$ cat src/idx_pkg.sv
package idx_pkg;
  // operation select for one issued instruction
  typedef enum logic [2:0] {
    IDX_NOP,
    IDX_DEC_REG,
    IDX_DEC_SKIP,
    IDX_INC_REG,
    IDX_INC_SKIP,
    IDX_OR_LIT,
    IDX_OR_REG,
    IDX_JUMP
  } idx_op_t;

  localparam int IDX_DW = 8;
  localparam int IDX_AW = 5;
  localparam int IDX_PCW = 11;
  localparam int IDX_JW = 9;
  localparam int IDX_PAGE_LO = 5;
  localparam int IDX_PAGE_HI = 6;
  localparam logic [7:0] IDX_ONE = 8'h01;
  localparam logic [7:0] IDX_ZERO = 8'h00;
  localparam logic [10:0] IDX_PC_RST = 11'h000;

  // one issued instruction with its operands
  typedef struct packed {
    idx_op_t op;
    logic dest_f;
    logic [4:0] addr;
    logic [8:0] imm;
  } idx_instr_t;

  // result written back to the register file
  typedef struct packed {
    logic we;
    logic [4:0] addr;
    logic [7:0] data;
  } idx_wb_t;
endpackage

$ cat src/idx_exec.sv
// Operation
// - decrement register, result to acc or reg, Z
// - decrement-skip writes result, flags untouched
// - zero result discards next instruction, two cycles
// - jump loads nine-bit immediate into pc[8:0]
// - jump loads pc[10:9] from status page bits
// - jump takes two cycles, flags untouched
// - increment register, result to acc or reg, Z
// - increment-skip writes result, flags untouched
// - zero result discards next instruction, two cycles
// - or literal into acc, update Z
// - or register into acc or reg, Z
`timescale 1ns/10ps
`default_nettype none
module idx_exec
  import idx_pkg::*;
(
  input wire logic MCLK,
  input wire logic RSTN,
  input wire logic ISSUE,
  input wire idx_instr_t INSTR,
  input wire logic [7:0] FILE_DATA,
  input wire logic [7:0] STATUS_IN,
  input wire logic [7:0] ACC_IN,
  output logic [7:0] ACC,
  output logic ACC_WE,
  output idx_wb_t FILE_WB,
  output logic Z_WE,
  output logic Z_VAL,
  output logic [10:0] PC_LOAD,
  output logic PC_WE,
  output logic FLUSH
);

  logic [7:0] acc_reg, acc_next;
  logic acc_we_reg, acc_we_next;
  idx_wb_t wb_reg, wb_next;
  logic z_we_reg, z_we_next;
  logic z_val_reg, z_val_next;
  logic [10:0] pc_reg, pc_next;
  logic pc_we_reg, pc_we_next;
  logic flush_reg, flush_next;
  logic [7:0] res;
  logic to_reg;
  logic sets_z;

  // result path; adds and subtracts drop the carry to wrap
  always_comb
  begin
    res = IDX_ZERO;
    to_reg = 1'b0;
    sets_z = 1'b0;
    case (INSTR.op)
      IDX_DEC_REG:
      begin
        res = FILE_DATA - IDX_ONE;
        to_reg = INSTR.dest_f;
        sets_z = 1'b1;
      end
      IDX_DEC_SKIP:
      begin
        res = FILE_DATA - IDX_ONE;
        to_reg = INSTR.dest_f;
      end
      IDX_INC_REG:
      begin
        res = FILE_DATA + IDX_ONE;
        to_reg = INSTR.dest_f;
        sets_z = 1'b1;
      end
      IDX_INC_SKIP:
      begin
        res = FILE_DATA + IDX_ONE;
        to_reg = INSTR.dest_f;
      end
      IDX_OR_LIT:
      begin
        res = ACC_IN | INSTR.imm[IDX_DW-1:0];
        sets_z = 1'b1;
      end
      IDX_OR_REG:
      begin
        res = ACC_IN | FILE_DATA;
        to_reg = INSTR.dest_f;
        sets_z = 1'b1;
      end
      default:
      begin
        res = IDX_ZERO;
      end
    endcase
  end

  // next-state of all outputs; strobes last one cycle per issue
  always_comb
  begin
    acc_next = acc_reg;
    acc_we_next = 1'b0;
    wb_next = '{we: 1'b0, addr: INSTR.addr, data: res};
    z_we_next = 1'b0;
    z_val_next = z_val_reg;
    pc_next = pc_reg;
    pc_we_next = 1'b0;
    flush_next = 1'b0;
    if (ISSUE)
    begin
      if (INSTR.op == IDX_JUMP)
      begin
        // page bits ride in from status, no flag write
        pc_next = {STATUS_IN[IDX_PAGE_HI:IDX_PAGE_LO],
                   INSTR.imm};
        pc_we_next = 1'b1;
        flush_next = 1'b1;
      end
      else if (INSTR.op != IDX_NOP)
      begin
        if (to_reg)
          wb_next.we = 1'b1;
        else
        begin
          acc_next = res;
          acc_we_next = 1'b1;
        end
        if (sets_z)
        begin
          z_we_next = 1'b1;
          z_val_next = (res == IDX_ZERO);
        end
        // prefetched word is dropped as a nop on zero result
        if ((INSTR.op == IDX_DEC_SKIP || INSTR.op == IDX_INC_SKIP)
            && res == IDX_ZERO)
          flush_next = 1'b1;
      end
    end
  end

  // register stage; every output comes from here
  always_ff @(posedge MCLK or negedge RSTN)
  begin
    if (!RSTN)
    begin
      acc_reg <= IDX_ZERO;
      acc_we_reg <= 1'b0;
      wb_reg <= '0;
      z_we_reg <= 1'b0;
      z_val_reg <= 1'b0;
      pc_reg <= IDX_PC_RST;
      pc_we_reg <= 1'b0;
      flush_reg <= 1'b0;
    end
    else
    begin
      acc_reg <= acc_next;
      acc_we_reg <= acc_we_next;
      wb_reg <= wb_next;
      z_we_reg <= z_we_next;
      z_val_reg <= z_val_next;
      pc_reg <= pc_next;
      pc_we_reg <= pc_we_next;
      flush_reg <= flush_next;
    end
  end

  assign ACC = acc_reg;
  assign ACC_WE = acc_we_reg;
  assign FILE_WB = wb_reg;
  assign Z_WE = z_we_reg;
  assign Z_VAL = z_val_reg;
  assign PC_LOAD = pc_reg;
  assign PC_WE = pc_we_reg;
  assign FLUSH = flush_reg;
endmodule
`default_nettype wire

$ cat config.mk
export PLATFORM = sky130hd
export DESIGN_NAME = idx_exec
export DESIGN_NICKNAME = d
export VERILOG_FILES = /design/src/idx_pkg.sv /design/src/idx_exec.sv
export SDC_FILE = /design/constraint.sdc
export NUM_CORES = 1
export LEC_CHECK = 0
export BUFFER_PORTS_ARGS = -buffer_cell sky130_fd_sc_hd__buf_2
export CORE_MARGIN = 1
export CORE_UTILIZATION = 51
export DETAILED_ROUTE_END_ITERATION = 8
export GPL_TIMING_DRIVEN = 1
export PLACE_DENSITY = 0.92
export SLEW_MARGIN = 30
export SYNTH_ARGS = -nofsm -noshare
export SYNTH_HDL_FRONTEND = slang
export SYNTH_SLANG_ARGS = --single-unit
$ cat constraint.sdc
create_clock -name MCLK -period 2.23 [get_ports MCLK]
set_input_delay 0.1115 -clock MCLK [delete_from_list [all_inputs] [get_ports MCLK]]
set_output_delay 0.1115 -clock MCLK [all_outputs]
set_load 0.03 [all_outputs]
==> results.yml <==
run_status:
  status: "complete, but fails checks"
  failed_checks: "negative setup slack"
synthesis:
  avgSynthCellArea_um2: 10.6
  yosysWarnings: 0
  synth.distinct_cells: 49
  synth-seq-cells: 38
  synth_ff_type: "dfrtp_1"
  ys_seq_area_frac: 0.485
  synth_cells: 185
  synth_edf_count: 0
  synth_area_mm2: 0.00196
  ys_async_sr_fraction: 1.00
  syn_nets: 237
clocking:
  root_buffer: "clkbuf_8"
  htree_levels: 2
  clock_latency_ns: 0.29
  clockBufferDepth: 2
  numCtsBuffers: 5
  cts_tree: "built"
  path_clk_slew_ns: 0.07
  numClockSinks: 38
timing:
  fmax_ghz: 0.421
  setup_slack_ns: -0.143
  fin_worst_skew_ns: 0
  final-setup-viol-count: 2
  slew_violations: 0
  worst_pin_slew_ns: 0.814
  relSlewSlack: 0.458
  min_period_ns: 2.37
  finalHoldViolations: 0
  grt_setup_unrepaired: "true"
  period_share: 1.06
pwr:
  leakagePower_uw: 0.00148
  vdd_ir_drop_max_v: 0.000459
  p_per_area_mw_per_mm2: 761
floorplanning:
  initial_core_util: 0.536
  die_w_um: 64.0
  core_mm2: 0.00366
  dieHeight_um: 64.0
  row_count: 22
  die_area_mm2: 0.00410
  num_io_pins: 83
global_routing:
  grt_max_degree: 39
  grt_remaining_overflow: 0
  grt_antenna_before_repair: 0
  grt_pass1_wl_um: 8090
  grt_pass1_vias: 1758
  grtUsageTotal: 0.260
worst_setup_path:
  cp-start-kind: "primary input"
  cp.arrival_ns: 2.59
  path_max_fanout: 4
  path_class: "primary input to register"
  cp.required_ns: 2.44
  end_kind: "register"
placement:
  post-dp-hpwl_um: 3790
  port_buffers: 76
  gp_congestion: 0.885
  place_inst: 330
  dp_slack_ns: -0.309
routing:
  routed_wirelength_um: 5970
  vias_per_cell: 5.69
  first_pass_iters: 4
  vias: 1974
  drtIter0Drc: 191
  post_drt_wl_per_cell_um: 17.2
  ant_nets: 0
  route.detailed.drc: 0
finish:
  syn2layout_area_growth_pct: 48.2
  final_common_cell: "buf_2"
  final_cell_mix: "buf_2, nand2_1, dfrtp_1, buf_4, mux2_2"
  layout.cells.non_filler: 347
  antenna_cells: 0
  drive_gt1_frac: 0.522
  nNetsFinal: 350
min_path:
  hold_class: "primary input to register"
run:
  max_cap_violations: 0
synthesized netlist by cell type (2+ instances only):
master,count,area [um2]
mux2_2,12,135
a21o_1,3,22.5
dfrtp_1,38,951
xnor2_1,2,17.5
inv_1,4,15.0
a211oi_1,3,22.5
o21ai_0,8,40.0
nand2_1,41,154
o21ba_2,2,20.0
nand4_1,2,12.5
nor3_1,3,15.0
ha_1,6,75.1
nor2_1,9,33.8
xor2_1,2,17.5
o2111ai_1,2,17.5
o211ai_1,7,52.6
nor3b_1,3,22.5
nand3_1,3,15.0
clkbuf_1,2,7.51
buf_6,4,45.0
worst paths after layout:
| kind | slack [ns] | start | cells after the start | endpoint |
|---|---|---|---|---|
| worst max-delay path | -0.14 | INSTR[17] | 13 | FLUSH |
| worst min-delay path | 0.02 | STATUS_IN[6] | 3 | PC_LOAD[10] |
| worst max register to register | 1.46 | Z_VAL | 1 | Z_VAL |
| worst min register to register | 0.48 | PC_LOAD[0] | 2 | PC_LOAD[0] |
| max in group asynchronous | 1.26 | RSTN | 2 | FILE_WB[7] |
| min in group asynchronous | 0.45 | RSTN | 2 | PC_LOAD[6] |
cells by family after synthesis:
group,share of synthesized area
and+or+nand+nor,0.181
xor gates and xnor gates,0.0179
muxes,0.0823
adders and majority gates,0.0536
AOI/OAI and AO/OA,0.137
DFF,0.485
buffers and inverters,0.0434
registers in the layout, summed over array words and instances (netlist names):
signal,cells
Z_VAL,1
PC_WE,1
ACC_WE,1
FLUSH,1
Z_WE,1
FILE_WB,14
PC_LOAD,11
ACC,8
power breakdown:
| part | switching (uW) | internal (uW) | leakage, uW |
|---|---|---|---|
| logic | 534 | 338 | 0.000963 |
| registers | 48.6 | 803 | 0.000471 |
| clock network | 240 | 248 | 0.0000472 |
| total | 823 | 1390 | 0.00148 |
routing by layer:
metal | vias to the layer above | track usage | share of wire
met5 | - | 0 | 0
met4 | 0 | 0.0824 | 0.053
met3 | 39 | 0.0518 | 0.070
met2 | 126 | 0.455 | 0.50
met1 | 925 | 0.321 | 0.38
li1 | 884 | - | -
timing repair:
item / in CTS / in global routing
gates cloned: 0 / 0
gates resized for setup: 2 / 24
hold buffers: 6 / 0
endpoints found under the setup margin: 2 / 3
setup buffers: 0 / 3
pin swaps: 1 / 3
endpoints found under the hold margin: 43 / 0
stage by stage:
step | util | hold slack [ns] | area, um2 | total power (uW) | TNS, ns
floorplan | - | -0.184 | 1990 | 1350 | -0.196
global placement | 0.702 | 0.221 | 2570 | 1620 | -0.571
detailed placement | 0.702 | 0.224 | 2570 | 1640 | -1.08
CTS | 0.747 | 0.0120 | 2740 | 2140 | 0
global route | 0.794 | 0.0364 | 2910 | 2320 | -0.442
finish | 0.794 | 0.0169 | 2910 | 2210 | -0.225
final cells by class:
cell class / instances / area [um2]
Tap cell: 48 / 60.1
Fill cell: 201 / 754
Clock buffer: 6 / 82.6
Clock inverter: 2 / 12.5
Timing Repair Buffer: 113 / 716
Multi-Input combinational cell: 135 / 1070
Inverter: 5 / 18.8
Sequential cell: 38 / 951
critical path, cell delays in order:
cell	delay, ns
buf_6	0.10
and3b_2	0.26
nor2_4	0.05
buf_12	0.13
fa_2	0.35
buf_4	0.15
xnor2_1	0.23
and2b_1	0.18
o211ai_1	0.11
or4_4	0.45
nor4_4	0.21
o21ai_1	0.11
a21boi_1	0.13
No activity file was read; power rests on OpenSTA's default activity.
